[config.mk]
export PLATFORM = sky130hd
export DESIGN_NAME = power_good_fault_monitor
export DESIGN_NICKNAME = d
export VERILOG_FILES = /design/src/rtl/power_ok_pkg.sv /design/src/rtl/power_good_fault_monitor.sv
export SDC_FILE = /design/constraint.sdc
export NUM_CORES = 1
export LEC_CHECK = 0
export BUFFER_PORTS_ARGS = -buffer_cell sky130_fd_sc_hd__clkbuf_2
export CAP_MARGIN = 20
export CELL_PAD_IN_SITES_DETAIL_PLACEMENT = 1
export CELL_PAD_IN_SITES_GLOBAL_PLACEMENT = 1
export CORE_MARGIN = 1
export CORE_UTILIZATION = 39
export DETAILED_ROUTE_END_ITERATION = 7
export PLACE_DENSITY = 0.89
export SETUP_SLACK_MARGIN = 0.02
export SLEW_MARGIN = 15
export SYNTH_ARGS = -nofsm -noshare
export SYNTH_HDL_FRONTEND = slang
export SYNTH_SLANG_ARGS = --single-unit
[constraint.sdc]
create_clock -name clock_i -period 2.81 [get_ports clock_i]
set_input_delay 0.281 -clock clock_i [delete_from_list [all_inputs] [get_ports clock_i]]
set_output_delay 0.281 -clock clock_i [all_outputs]
set_load 0.01 [all_outputs]
[src/rtl/power_ok_pkg.sv]
package power_ok_pkg;

  // ---------------------------------------------------------------------
  // geometry
  // ---------------------------------------------------------------------
  localparam int unsigned NUM_BUCK = 2;
  localparam int unsigned NUM_LIN  = 2;
  localparam int unsigned NUM_RAIL = NUM_BUCK + NUM_LIN;

  // ---------------------------------------------------------------------
  // register word offsets (byte addresses)
  // ---------------------------------------------------------------------
  localparam logic [3:0] ADDR_CONFIG_A = 4'h0;
  localparam logic [3:0] ADDR_CONFIG_B = 4'h4;
  localparam logic [3:0] ADDR_IRQ_STAT = 4'h8;
  localparam logic [3:0] ADDR_IRQ_MASK = 4'hc;

  // config_a fields
  localparam int unsigned CA_BUCK_SEL = 0;  // 2 bits
  localparam int unsigned CA_LIN_SEL  = 2;  // 2 bits
  localparam int unsigned CA_WINDOW   = 4;  // 4 bits, one per rail
  localparam int unsigned CA_POL      = 8;
  localparam int unsigned CA_OD       = 9;
  localparam logic [31:0] CONFIG_A_RST = 32'h0000_000f;

  // config_b fields
  localparam int unsigned CB_TWARN_SEL = 0;
  localparam int unsigned CB_MODE      = 1;  // read only, from strap
  localparam int unsigned CB_CLKDET_EN = 2;
  localparam logic [31:0] CONFIG_B_RST = 32'h0000_0000;

  // irq status fields (write 1 to clear)
  localparam int unsigned IS_FAULT   = 0;   // 4 bits, rail fault latch
  localparam int unsigned IS_TSD     = 4;
  localparam int unsigned IS_OVP     = 5;
  localparam int unsigned IS_RESET   = 6;
  localparam int unsigned IS_CLKDET  = 7;
  localparam int unsigned IS_PWROK   = 8;
  localparam int unsigned IS_OK_STAT = 16;  // live status, read only
  localparam int unsigned IS_TW_STAT = 17;
  localparam int unsigned IRQ_BITS   = 9;
  localparam logic [8:0] IRQ_MASK_RST = 9'h000;
  localparam logic [8:0] IRQ_STAT_RST = 9'h040;  // reset indication set
  localparam logic [8:0] UNMASKABLE   = 9'h030;

  // ---------------------------------------------------------------------
  // timing
  // ---------------------------------------------------------------------
  localparam int unsigned CLK_HZ      = 20_000_000;
  localparam int unsigned GATE_US     = 800;
  localparam int unsigned GATE_CYCLES = GATE_US * (CLK_HZ / 1_000_000);

  typedef struct packed {
    logic [NUM_RAIL-1:0] enabled;
    logic [NUM_RAIL-1:0] under_ok;
    logic [NUM_RAIL-1:0] over_ok;
    logic [NUM_RAIL-1:0] changing;
  } rail_state_t;

  typedef struct packed {
    logic thermal_warn;
    logic thermal_sd;
    logic input_ov;
    logic sync_clk_ok;
  } hazard_t;

  typedef enum logic [1:0] {
    GATE_IDLE = 2'b00,
    GATE_HOLD = 2'b01,
    GATE_DONE = 2'b11
  } gate_state_t;

endpackage

[src/rtl/power_good_fault_monitor.sv]
// The Wishbone register port and the register offsets are this design's own decisions.
module power_good_fault_monitor
  import power_ok_pkg::*;
#(
  parameter int unsigned GATE_COUNT = GATE_CYCLES
) (
  // clock and reset
  input  wire logic        clock_i,
  input  wire logic        resetn_i,
  // classic wishbone slave
  input  wire logic        wb_cyc_i,
  input  wire logic        wb_stb_i,
  input  wire logic        wb_we_i,
  input  wire logic [3:0]  wb_adr_i,
  input  wire logic [3:0]  wb_sel_i,
  input  wire logic [31:0] wb_dat_i,
  output logic      [31:0] wb_dat_o,
  output logic             wb_ack_o,
  // analog monitor side
  input  wire rail_state_t rails_i,
  input  wire hazard_t     hazard_i,
  input  wire logic        power_ok_mode_select_i,
  // outputs
  output logic             power_ok_pin_o,
  output logic             power_ok_pin_oe_o,
  output logic             irq_out_n_o,
  output logic             rail_kill_o,
  output logic             general_out_1_o,
  output logic             general_out_2_o
);

  // ---------------------------------------------------------------------
  // reset release
  // ---------------------------------------------------------------------
  logic [1:0] rst_sync_reg;
  logic       rst_n;

  // removal is retimed to the clock; assertion still acts at once
  always_ff @(posedge clock_i or negedge resetn_i) begin
    if (!resetn_i) begin
      rst_sync_reg <= 2'b00;
    end else begin
      rst_sync_reg <= {rst_sync_reg[0], 1'b1};
    end
  end
  assign rst_n = rst_sync_reg[1];

  // ---------------------------------------------------------------------
  // registers
  // ---------------------------------------------------------------------
  logic [31:0]         config_a_reg;
  logic [31:0]         config_b_reg;
  logic [IRQ_BITS-1:0] irq_stat_reg;
  logic [IRQ_BITS-1:0] irq_stat_next;
  logic [IRQ_BITS-1:0] irq_mask_reg;
  logic                mode_reg;
  logic                mode_loaded_reg;
  logic                ack_reg;
  logic [31:0]         rdata_reg;
  logic                ok_reg;

  function automatic logic [31:0] merge(input logic [31:0] old_v,
                                         input logic [31:0] new_v,
                                         input logic [3:0]  sel);
    logic [31:0] r;
    r = old_v;
    for (int i = 0; i < 4; i++) begin
      if (sel[i]) begin
        r[i*8 +: 8] = new_v[i*8 +: 8];
      end
    end
    return r;
  endfunction

  function automatic logic addr_hit(input logic [3:0] adr,
                                    input logic [3:0] offset);
    return adr == offset;
  endfunction

  // one decode per word, shared by the write strobes and the read mux
  wire         hit_ca  = addr_hit(wb_adr_i, ADDR_CONFIG_A);
  wire         hit_cb  = addr_hit(wb_adr_i, ADDR_CONFIG_B);
  wire         hit_is  = addr_hit(wb_adr_i, ADDR_IRQ_STAT);
  wire         hit_im  = addr_hit(wb_adr_i, ADDR_IRQ_MASK);

  // a request is taken only while ack is low, so each cycle acts once
  wire         req     = wb_cyc_i & wb_stb_i & ~ack_reg;
  wire         wr      = req & wb_we_i;
  wire         rd_req  = req & ~wb_we_i;
  wire         wr_ca   = wr & hit_ca;
  wire         wr_cb   = wr & hit_cb;
  wire         wr_is   = wr & hit_is;
  wire         wr_im   = wr & hit_im;
  wire [31:0]  w1c     = merge(32'h0, wb_dat_i, wb_sel_i);
  wire [31:0]  mask_w  = merge({23'h0, irq_mask_reg}, wb_dat_i, wb_sel_i);

  // ---------------------------------------------------------------------
  // fields
  // ---------------------------------------------------------------------
  wire [NUM_BUCK-1:0] buck_rail_monitor_select =
    config_a_reg[CA_BUCK_SEL +: NUM_BUCK];
  wire [NUM_LIN-1:0]  linear_rail_monitor_select =
    config_a_reg[CA_LIN_SEL +: NUM_LIN];
  wire [NUM_RAIL-1:0] rail_window_select = config_a_reg[CA_WINDOW +: NUM_RAIL];
  wire power_ok_polarity    = config_a_reg[CA_POL];
  wire power_ok_open_drain  = config_a_reg[CA_OD];
  wire thermal_warn_monitor_select = config_b_reg[CB_TWARN_SEL];
  wire clkdet_en            = config_b_reg[CB_CLKDET_EN];

  // ---------------------------------------------------------------------
  // power ok combine
  // ---------------------------------------------------------------------
  wire [NUM_RAIL-1:0] rail_sel =
    {linear_rail_monitor_select, buck_rail_monitor_select};
  // window bit picks undervoltage only or both limits
  wire [NUM_RAIL-1:0] rail_valid =
    rails_i.under_ok & (rails_i.over_ok | ~rail_window_select);
  // disabled rails are masked out; current limit is not an input at all
  wire [NUM_RAIL-1:0] rail_bad =
    rail_sel & rails_i.enabled & ~rail_valid;
  wire thermal_warn_status = hazard_i.thermal_warn;
  wire hazard_bad =
    (thermal_warn_monitor_select & thermal_warn_status) |
    irq_stat_reg[IS_OVP] | irq_stat_reg[IS_TSD];
  wire live_ok = ~(|rail_bad) & ~hazard_bad;

  // ---------------------------------------------------------------------
  // gating timer
  // ---------------------------------------------------------------------
  gate_state_t        gate_reg;
  gate_state_t        gate_next;
  logic [15:0]        gate_cnt_reg;
  logic [NUM_RAIL-1:0] en_prev_reg;
  wire gated_mode = mode_loaded_reg & ~mode_reg;
  wire rail_event = (|(rails_i.enabled & ~en_prev_reg)) |
                    (|(rails_i.changing & rails_i.enabled));
  wire gate_expired = (gate_cnt_reg == 16'(GATE_COUNT - 1));

  always_comb begin
    gate_next = gate_reg;
    case (gate_reg)
      GATE_IDLE: if (rail_event) gate_next = GATE_HOLD;
      GATE_HOLD: if (gate_expired && !rail_event) gate_next = GATE_DONE;
      GATE_DONE: if (rail_event) gate_next = GATE_HOLD;
      default:   gate_next = GATE_IDLE;
    endcase
  end

  always_ff @(posedge clock_i or negedge rst_n) begin
    if (!rst_n) begin
      gate_reg    <= GATE_IDLE;
      en_prev_reg <= '0;
    end else begin
      gate_reg    <= gate_next;
      en_prev_reg <= rails_i.enabled;
    end
  end

  // the count restarts on every event, so back-to-back changes stretch it
  always_ff @(posedge clock_i or negedge rst_n) begin
    if (!rst_n) begin
      gate_cnt_reg <= 16'h0000;
    end else if (rail_event || gate_reg != GATE_HOLD) begin
      gate_cnt_reg <= 16'h0000;
    end else if (!gate_expired) begin
      gate_cnt_reg <= gate_cnt_reg + 16'h0001;
    end
  end

  // ---------------------------------------------------------------------
  // power ok state
  // ---------------------------------------------------------------------
  // rail faults are frozen while the gate holds; hazards always pass.
  // the event cycle is held too: an enable that comes with a low rail
  // would otherwise slip through before the state machine reaches hold
  wire holding  = gated_mode & (rail_event | (gate_reg == GATE_HOLD));
  wire ok_next  = holding ? (ok_reg & ~hazard_bad) : live_ok;

  always_ff @(posedge clock_i or negedge rst_n) begin
    if (!rst_n) begin
      ok_reg <= 1'b1;
    end else begin
      ok_reg <= ok_next;
    end
  end

  // ---------------------------------------------------------------------
  // interrupt status
  // ---------------------------------------------------------------------
  logic ok_prev_reg;
  wire                ok_fell_set = ok_prev_reg & ~ok_reg;
  wire                clkdet_set  = clkdet_en & ~hazard_i.sync_clk_ok;
  wire                ovp_set     = hazard_i.input_ov;
  wire                tsd_set     = hazard_i.thermal_sd;
  // no rail fault is latched while the gate hides it
  wire [NUM_RAIL-1:0] fault_set   = holding ? 4'h0 : rail_bad;
  wire [IRQ_BITS-1:0] irq_set = {
    ok_fell_set,
    clkdet_set,
    1'b0,
    ovp_set,
    tsd_set,
    fault_set
  };
  wire [IRQ_BITS-1:0] irq_clr = wr_is ? w1c[IRQ_BITS-1:0] : '0;
  // set wins over a simultaneous write-1 clear
  assign irq_stat_next = irq_set | (irq_stat_reg & ~irq_clr);

  always_ff @(posedge clock_i or negedge rst_n) begin
    if (!rst_n) begin
      irq_stat_reg <= IRQ_STAT_RST;
    end else begin
      irq_stat_reg <= irq_stat_next;
    end
  end

  always_ff @(posedge clock_i or negedge rst_n) begin
    if (!rst_n) begin
      ok_prev_reg <= 1'b1;
    end else begin
      ok_prev_reg <= ok_reg;
    end
  end

  // ---------------------------------------------------------------------
  // interrupt output and shutdown
  // ---------------------------------------------------------------------
  wire irq_any = |(irq_stat_reg & (~irq_mask_reg | UNMASKABLE));
  wire shutdown = irq_stat_reg[IS_TSD] | irq_stat_reg[IS_OVP];

  // ---------------------------------------------------------------------
  // config registers and strap capture
  // ---------------------------------------------------------------------
  // the strap is taken once, so a pin that moves later changes nothing
  always_ff @(posedge clock_i or negedge rst_n) begin
    if (!rst_n) begin
      mode_reg        <= 1'b0;
      mode_loaded_reg <= 1'b0;
    end else if (!mode_loaded_reg) begin
      mode_reg        <= power_ok_mode_select_i;
      mode_loaded_reg <= 1'b1;
    end
  end

  always_ff @(posedge clock_i or negedge rst_n) begin
    if (!rst_n) begin
      config_a_reg <= CONFIG_A_RST;
      config_b_reg <= CONFIG_B_RST;
    end else begin
      if (wr_ca) config_a_reg <= merge(config_a_reg, wb_dat_i, wb_sel_i);
      if (wr_cb) config_b_reg <= merge(config_b_reg, wb_dat_i, wb_sel_i);
    end
  end

  always_ff @(posedge clock_i or negedge rst_n) begin
    if (!rst_n) begin
      irq_mask_reg <= IRQ_MASK_RST;
    end else if (wr_im) begin
      irq_mask_reg <= mask_w[IRQ_BITS-1:0];
    end
  end

  // ---------------------------------------------------------------------
  // read path
  // ---------------------------------------------------------------------
  wire [31:0] rd_ca = {22'h0, config_a_reg[9:0]};
  wire [31:0] rd_cb = {29'h0, config_b_reg[CB_CLKDET_EN], mode_reg,
                       config_b_reg[CB_TWARN_SEL]};
  wire [31:0] rd_is = {14'h0, thermal_warn_status, ok_reg,
                       7'h0, irq_stat_reg};
  wire [31:0] rd_im = {23'h0, irq_mask_reg};
  wire [31:0] rd_mux =
    hit_ca ? rd_ca :
    hit_cb ? rd_cb :
    hit_is ? rd_is :
    hit_im ? rd_im : 32'h0000_0000;

  always_ff @(posedge clock_i or negedge rst_n) begin
    if (!rst_n) begin
      ack_reg <= 1'b0;
    end else begin
      ack_reg <= req;
    end
  end

  // read data stands until the next read, so a slow host still sees it
  always_ff @(posedge clock_i or negedge rst_n) begin
    if (!rst_n) begin
      rdata_reg <= 32'h0000_0000;
    end else if (rd_req) begin
      rdata_reg <= rd_mux;
    end
  end

  // ---------------------------------------------------------------------
  // outputs
  // ---------------------------------------------------------------------
  logic pin_level_reg;
  logic kill_reg;

  // registered so the pin never glitches while its sources settle
  always_ff @(posedge clock_i or negedge rst_n) begin
    if (!rst_n) begin
      pin_level_reg <= 1'b1;
    end else begin
      pin_level_reg <= ok_next ^ power_ok_polarity;
    end
  end

  always_ff @(posedge clock_i or negedge rst_n) begin
    if (!rst_n) begin
      kill_reg <= 1'b0;
    end else begin
      kill_reg <= irq_stat_next[IS_TSD] | irq_stat_next[IS_OVP];
    end
  end

  assign wb_ack_o          = ack_reg;
  assign wb_dat_o          = rdata_reg;
  assign power_ok_pin_o    = power_ok_open_drain ? 1'b0 : pin_level_reg;
  assign power_ok_pin_oe_o = ~power_ok_open_drain | ~pin_level_reg;
  assign irq_out_n_o       = ~irq_any;
  assign rail_kill_o       = kill_reg | shutdown;
  // both general outputs stay low for as long as a shutdown is pending
  assign general_out_1_o   = ~(kill_reg | shutdown);
  assign general_out_2_o   = ~(kill_reg | shutdown);

endmodule

==> reports/qor.txt, run 1 <==
Post-DP HPWL -> 6430 microns
RR Startpoint -> gate_cnt_reg[0]$_DFFE_PN0P_
# resized after CTS -> 0
Largest register FFs -> 16
CP top delay family -> simple AND/OR/NAND/NOR gates
Synth warnings -> 0
Pin count of the biggest net entering global routing -> 45
Power Dens Cells -> 533 mW/mm^2
Setup TNS -> 0 ns
Setup violations, final -> 0
Top_reg_cell synth -> dfrtp_1
Yosys top cell area share -> 46.6%
Worst EP required -> 3.05 ns
Post-Route WL -> 8340 microns
Die footprint -> 0.00934 sq mm
GPL Wtd Cong -> 0.753
Final Util -> 46.7%
Sequential power share -> 54.6%
Sequential-to-total area share from yosys stat -> 52.6%
Ranking of synthesized cells by instance count -> dfrtp_1 (65), nand2_1 (29), nor2_1 (26)
Crit path time final -> 2.01 ns
Crit path largest cell delay -> 0.39 ns
P_int -> 1.58 mW
Area Overhead vs Synth -> 16.0%
Number of synthesized flops with an enable pin -> 0
Router iterations before antenna repair -> 4
VDD IR max -> 0.302 mV
Area leader, netlist -> dfrtp_1
Chip width -> 96.6 microns
CP max FO -> 6
Final slew viol count -> 0
Max_cap viols -> 0
Relative slew margins -> 56.0%
Worst reg2reg setup slack -> 0.80 ns
Clock latency on the worst-skew pair -> 0.35 ns
Psw -> 585 uW
Leakage -> 1.91 nW
CTS root buffer -> clkbuf_8
Worst hold-check path type -> input pin to flop
Layout net count -> 455
Global-route usage over all layers -> 19.2%
# diodes -> 0
Hold wc startpoint -> rails_i[15]
RSZ-0062 raised after global routing -> no
Wire per inst -> 16.8 microns
Initial drt markers -> 78
Via count -> 2572
Vias per cell -> 5.16
Skew final -> 0.0120 ns
Vias in the first global route -> 2817
TritonCTS clock tree -> built
Initial antenna violation count -> 0
Setup WS pre-CTS -> 0.608 ns
Setup crit start -> gate_cnt_reg[0]$_DFFE_PN0P_
Core area -> 0.00868 sq mm
Setup crit end kind -> flop
Drt drc -> 0
Grt total ovfl -> 0
Ys async rst share -> 100%
CTS Sinks -> 73
Post-Syn Area per Cell -> 11.0 sq um
H-tree levels -> 3
Netlist cell types -> 42
First-pass GRT wire length -> 14100 microns
Port Buffers -> 60
Switching part of the total -> 27.1%
Synth Register Bits -> 73
Post-Syn Instances -> 317
Final WS setup -> 0.803 ns
Fmax -> 498 MHz
Cell Chain, Critical Path -> ha_1, nand2_1, nor2_1, a41oi_1, a21oi_1, mux2_2
Status -> completed
Combinational fraction of design power -> 10.8%
Syn Std Cell Area -> 0.00349 sq mm
Top cells by area, synth -> dfrtp_1 (47%), mux2_2 (7.1%), dfstp_2 (6.0%)
WP buf/inv -> 0
I/O pin count -> 105
Most common cell in the netlist -> dfrtp_1
WHS -> 0.0912 ns
Worst Max-Slew Pin Slew -> 0.660 ns
Slowest cell on the critical path -> dfrtp_1
Initial Util -> 40.2%
Clk pin slew, worst setup/hold paths -> 0.08 ns
Num CTS Buffers -> 9
DIE HEIGHT -> 96.6 microns
Fin. Hold Viols -> 0
Final worst path period share -> 71.4%
Routed Antenna Nets -> 0
Crit start category -> flop
WP data arrival -> 2.24 ns
Worst Setup Path Type -> flop to flop
Share of cells above drive strength 1 -> 30.0%
Clock buffer depth -> 2
Clock power share -> 34.5%
Cell Rows -> 34
==> metrics by stage <==
stage	std cells	total power [mW]	area, sq um
2_1_floorplan	337	1.35	3570
3_3_place_gp	481	1.41	3860
3_5_place_dp	481	1.44	3860
4_1_cts	498	2.19	4050
5_1_grt	498	2.26	4050
6_report	498	2.16	4050
==> cell usage in the layout, fill, tap and decap left out, types with 8 or more instances in the layout <==
master	instances
dfstp_2	8
nand3_1	9
mux2_2	22
inv_1	14
conb_1	22
nor2_1	26
clkbuf_8	10
o21ai_0	11
dfrtp_1	64
mux2i_1	8
a21oi_1	8
a22o_1	16
clkbuf_2	60
nand2_1	29
nand2b_1	9
==> worst register-to-register path, cell delays in order (launching register included) <==
cell and delay, ns:
dfrtp_1 0.39, ha_1 0.21, nand2_1 0.13, nor2_1 0.34, a41oi_1 0.20, a21oi_1 0.27
mux2_2 0.36
==> worst paths after layout <==
check / endpoint / cells past startpoint
max: gate_reg[1]$_DFFE_PN0P_ / 6
min: en_prev_reg[3]$_DFF_PN0_ / 1
max reg2reg: gate_reg[1]$_DFFE_PN0P_ / 6
min reg2reg: config_a_reg[4]$_DFFE_PN0P_ / 0
max in group asynchronous: pin_level_reg$_DFF_PN1_ / 1
min in group asynchronous: rst_sync_reg[1]$_DFF_PN0_ / 2
==> power by group through the flow <==
stage	logic, mW	clock network (mW)	registers, mW
final	0.234	0.746	1.18
after global routing	0.262	0.809	1.19
after CTS	0.238	0.775	1.18
after detailed placement	0.236	0	1.20
after global placement	0.221	0	1.19
after floorplan	0.158	0	1.19
==> metal layers <==
| layer | vias to the layer above | part of all wire [%] | GRT usage [%] | routed length [microns] |
|---|---|---|---|---|
| met5 | - | 0 | 0 | 0 |
| met3 | 11 | 4.7 | 4.84 | 391 |
| met2 | 70 | 54 | 34.0 | 4470 |
| met4 | 0 | 1.4 | 5.74 | 120 |
| li1 | 1203 | - | - | - |
| met1 | 1288 | 40 | 22.7 | 3370 |
==> cell families (layout without fill, tap and decap cells) <==
family,after synthesis,count (layout),synth area share [%]
buffers and inverters,42,95,6.77
and+or+nand+nor,101,101,14.5
AOI/OAI and AO/OA,49,49,9.75
other,2,22,0.215
DFF,73,73,52.6
muxes,33,33,11.4
xor gates and xnor gates,13,13,3.26
adders and majority gates,4,4,1.43
==> cell type report <==
| type | instances | area (sq um) |
|---|---|---|
| multi-input cells | 222 | 1490 |
| flip-flops and latches | 73 | 1840 |
| fillers | 993 | 4630 |
| inverters | 14 | 52.6 |
| clock buffers | 10 | 138 |
| well taps | 108 | 135 |
| repair buffers | 65 | 353 |
| clock inverters | 6 | 41.3 |
==> timing repair <==
action,CTS,global route
endpoints found under the hold margin,2,0
hold buffers,1,0
setup buffers,0,0
No activity file was read; power rests on OpenSTA's default activity.
==> run 2, diff against run 1 <==
- clock period: 2.81 -> 1.9 ns (I/O delays scaled with it)
==> run 2 against run 1 <==
Clock skew hardly changed; global-route usage rose by 0.063 points; core utilization rose by 1.3 points; total power grew 47%; first-iteration DRC count decreased by 5.1%; critical path type unchanged; count of clock-buffer cells in the layout stayed put; critical path depth decreased by 1.
==> reports/qor.txt, run 2 (synthesis gave the netlist of run 1 again) <==
Largest register FFs -> 16 (unchanged)
Busiest layer in global routing -> met2
# diodes -> 0 (unchanged)
Worst Max-Slew Pin Slew -> 0.533 ns (-0.127 ns)
Fmax -> 561 MHz (+13%)
RSZ-0062 raised after global routing -> no
Met1 usage -> 22.5% (-0.24 points)
Setup crit end kind -> flop
Worst hold-check path type -> input pin to flop
Core area -> 0.00868 sq mm (unchanged)
Area Overhead vs Synth -> 19.2%
Global-route usage over all layers -> 19.2% (+0.063 points)
VDD IR max -> 0.550 mV (+82%)
Finished Layout Cells -> 511 (+2.6%)
Most frequent cells in the layout -> dfrtp_1 (64), clkbuf_2 (60), nand2_1 (28), nor2_1 (25)
Clock latency on the worst-skew pair -> 0.34 ns (about the same)
Layout net count -> 468 (+2.9%)
Worst EP required -> 2.17 ns (-0.88 ns)
CTS Sinks -> 73 (unchanged)
Vias in the first global route -> 2834 (+0.60%)
Initial antenna violation count -> 0 (unchanged)
GPL Wtd Cong -> 0.824 (+9.5%)
I/O pin count -> 105 (unchanged)
First-pass GRT wire length -> 14200 microns (+0.98%)
Vias per cell -> 5.18 (+0.34%)
Setup violations, final -> 0 (unchanged)
Fin. Hold Viols -> 0 (unchanged)
Router iterations before antenna repair -> 4 (unchanged)
Num CTS Buffers -> 9 (unchanged)
Power Dens Cells -> 764 mW/mm^2 (+43%)
Max_cap viols -> 0 (unchanged)
Setup TNS -> 0 ns (unchanged)
Via count -> 2648 (+3.0%)
CTS root buffer -> clkbuf_8
Initial drt markers -> 74 (-5.1%)
Skew final -> 0.0123 ns (+0.000277 ns)
Routed Antenna Nets -> 0 (unchanged)
Share of cells above drive strength 1 -> 32.3% (+2.3 points)
Status -> completed
WP data arrival -> 2.05 ns (-0.19 ns)
Wire per inst -> 16.7 microns (-0.51%)
CP max FO -> 3 (-3)
Clk pin slew, worst setup/hold paths -> 0.08 ns (about the same)
Most common cell after layout, fill and taps aside -> dfrtp_1
TritonCTS clock tree -> built
Port Buffers -> 60 (unchanged)
Crit path time final -> 1.78 ns (-0.223 ns)
Met3 usage -> 5.35% (+0.51 points)
Relative slew margins -> 64.3% (+8.3 points)
Chip width -> 96.6 microns (unchanged)
H-tree levels -> 3 (unchanged)
Post-DP HPWL -> 6610 microns (+2.8%)
Global routing usage on met2 -> 34.4% (+0.38 points)
Worst Setup Path Type -> flop to flop
Final worst path period share -> 93.9% (+22 points)
Initial Util -> 40.2% (unchanged)
Final slew viol count -> 0 (unchanged)
Die footprint -> 0.00934 sq mm (unchanged)
Final Util -> 48.0% (+1.3 points)
DIE HEIGHT -> 96.6 microns (unchanged)
Crit start category -> flop
# placed instances -> 491 (+2.1%)
Clock buffer depth -> 2 (unchanged)
Grt total ovfl -> 0 (unchanged)
Cell Rows -> 34 (unchanged)
Post-CTS Setup Repair Bufs -> 0 (unchanged)
Drt drc -> 0 (unchanged)
Power Total -> 3.18 mW (+47%)
Post-Route WL -> 8520 microns (+2.1%)
Pin count of the biggest net entering global routing -> 54 (+20%)
Leakage -> 1.97 nW (+2.9%)
FILL cells -> 990 (-0.30%)
-- run 2: cell count changes in the layout (fill, tap and decap cells not counted), sizes merged --
| cell | delta |
|---|---|
| buf | +10 |
| clkinv | +1 |
| dlygate4sd3 | +3 |
| inv | -1 |
-- run 2: worst paths after layout --
check                           cells after the start  slack [ns]                           to                   startpoint
worst max-delay path                                5        0.12      pin_level_reg$_DFF_PN1_  config_a_reg[6]$_DFFE_PN0P_
worst min-delay path                                1        0.01     en_prev_reg[0]$_DFF_PN0_                  rails_i[12]
worst max register to register                      5        0.12      pin_level_reg$_DFF_PN1_  config_a_reg[6]$_DFFE_PN0P_
worst min register to register                      0        0.20  config_a_reg[6]$_DFFE_PN0P_    rst_sync_reg[1]$_DFF_PN0_
max in group asynchronous                           1        1.03  config_a_reg[0]$_DFFE_PN1P_    rst_sync_reg[1]$_DFF_PN0_
min in group asynchronous                           2        0.17    rst_sync_reg[1]$_DFF_PN0_                     resetn_i
-- run 2: worst max-delay path, stage by stage, from the launching register on --
cell and delay, ns:
dfrtp_1 0.41, nand2b_1 0.08, a21oi_1 0.10, or4_1 0.55, a211oi_1 0.37, xor2_1 0.19
-- run 2: layout make-up --
type                       count  area [sq um]  share of cell area (%)
sequential                    73          1840                    44.2
multi-input combinational    222          1510                    36.2
timing repair buffer          78           458                    11.0
tap                          108           135                    3.25
clock buffer                  10           128                    3.07
inverter                      14          52.6                    1.26
clock inverter                 6          45.0                    1.08
-- run 2: per-stage QoR --
step / worst slack, ns / area, sq um / hold WS (ns)
detailed placement: 0.0160 / 3940 / -0.0192
floorplan: 0.162 / 3570 / -0.106
global route: 0.0296 / 4160 / 0.00266
finish: 0.116 / 4160 / 0.0123
CTS: 0.0591 / 4130 / 0.00145
global placement: 0.0147 / 3940 / -0.0186
-- run 2: where the power goes --
part	internal [mW]	total [mW]	switching (mW)
Combinational	0.175	0.372	0.197
Clock	0.476	1.07	0.593
Sequential	1.66	1.74	0.0842
-- run 2: what timing repair did --
action | 4_1_cts | 5_1_grt
endpoints found under the hold margin | 3 | 2
setup endpoints to repair | 0 | 8
gates resized for setup | 0 | 4
hold buffers | 2 | 2
-- run 2: per-layer routing --
layer / share of wire [%] / vias to the layer above
met5: 0 / -
met4: 1.2 / 0
met3: 4.5 / 9
met2: 54 / 74
met1: 41 / 1338
li1: - / 1227
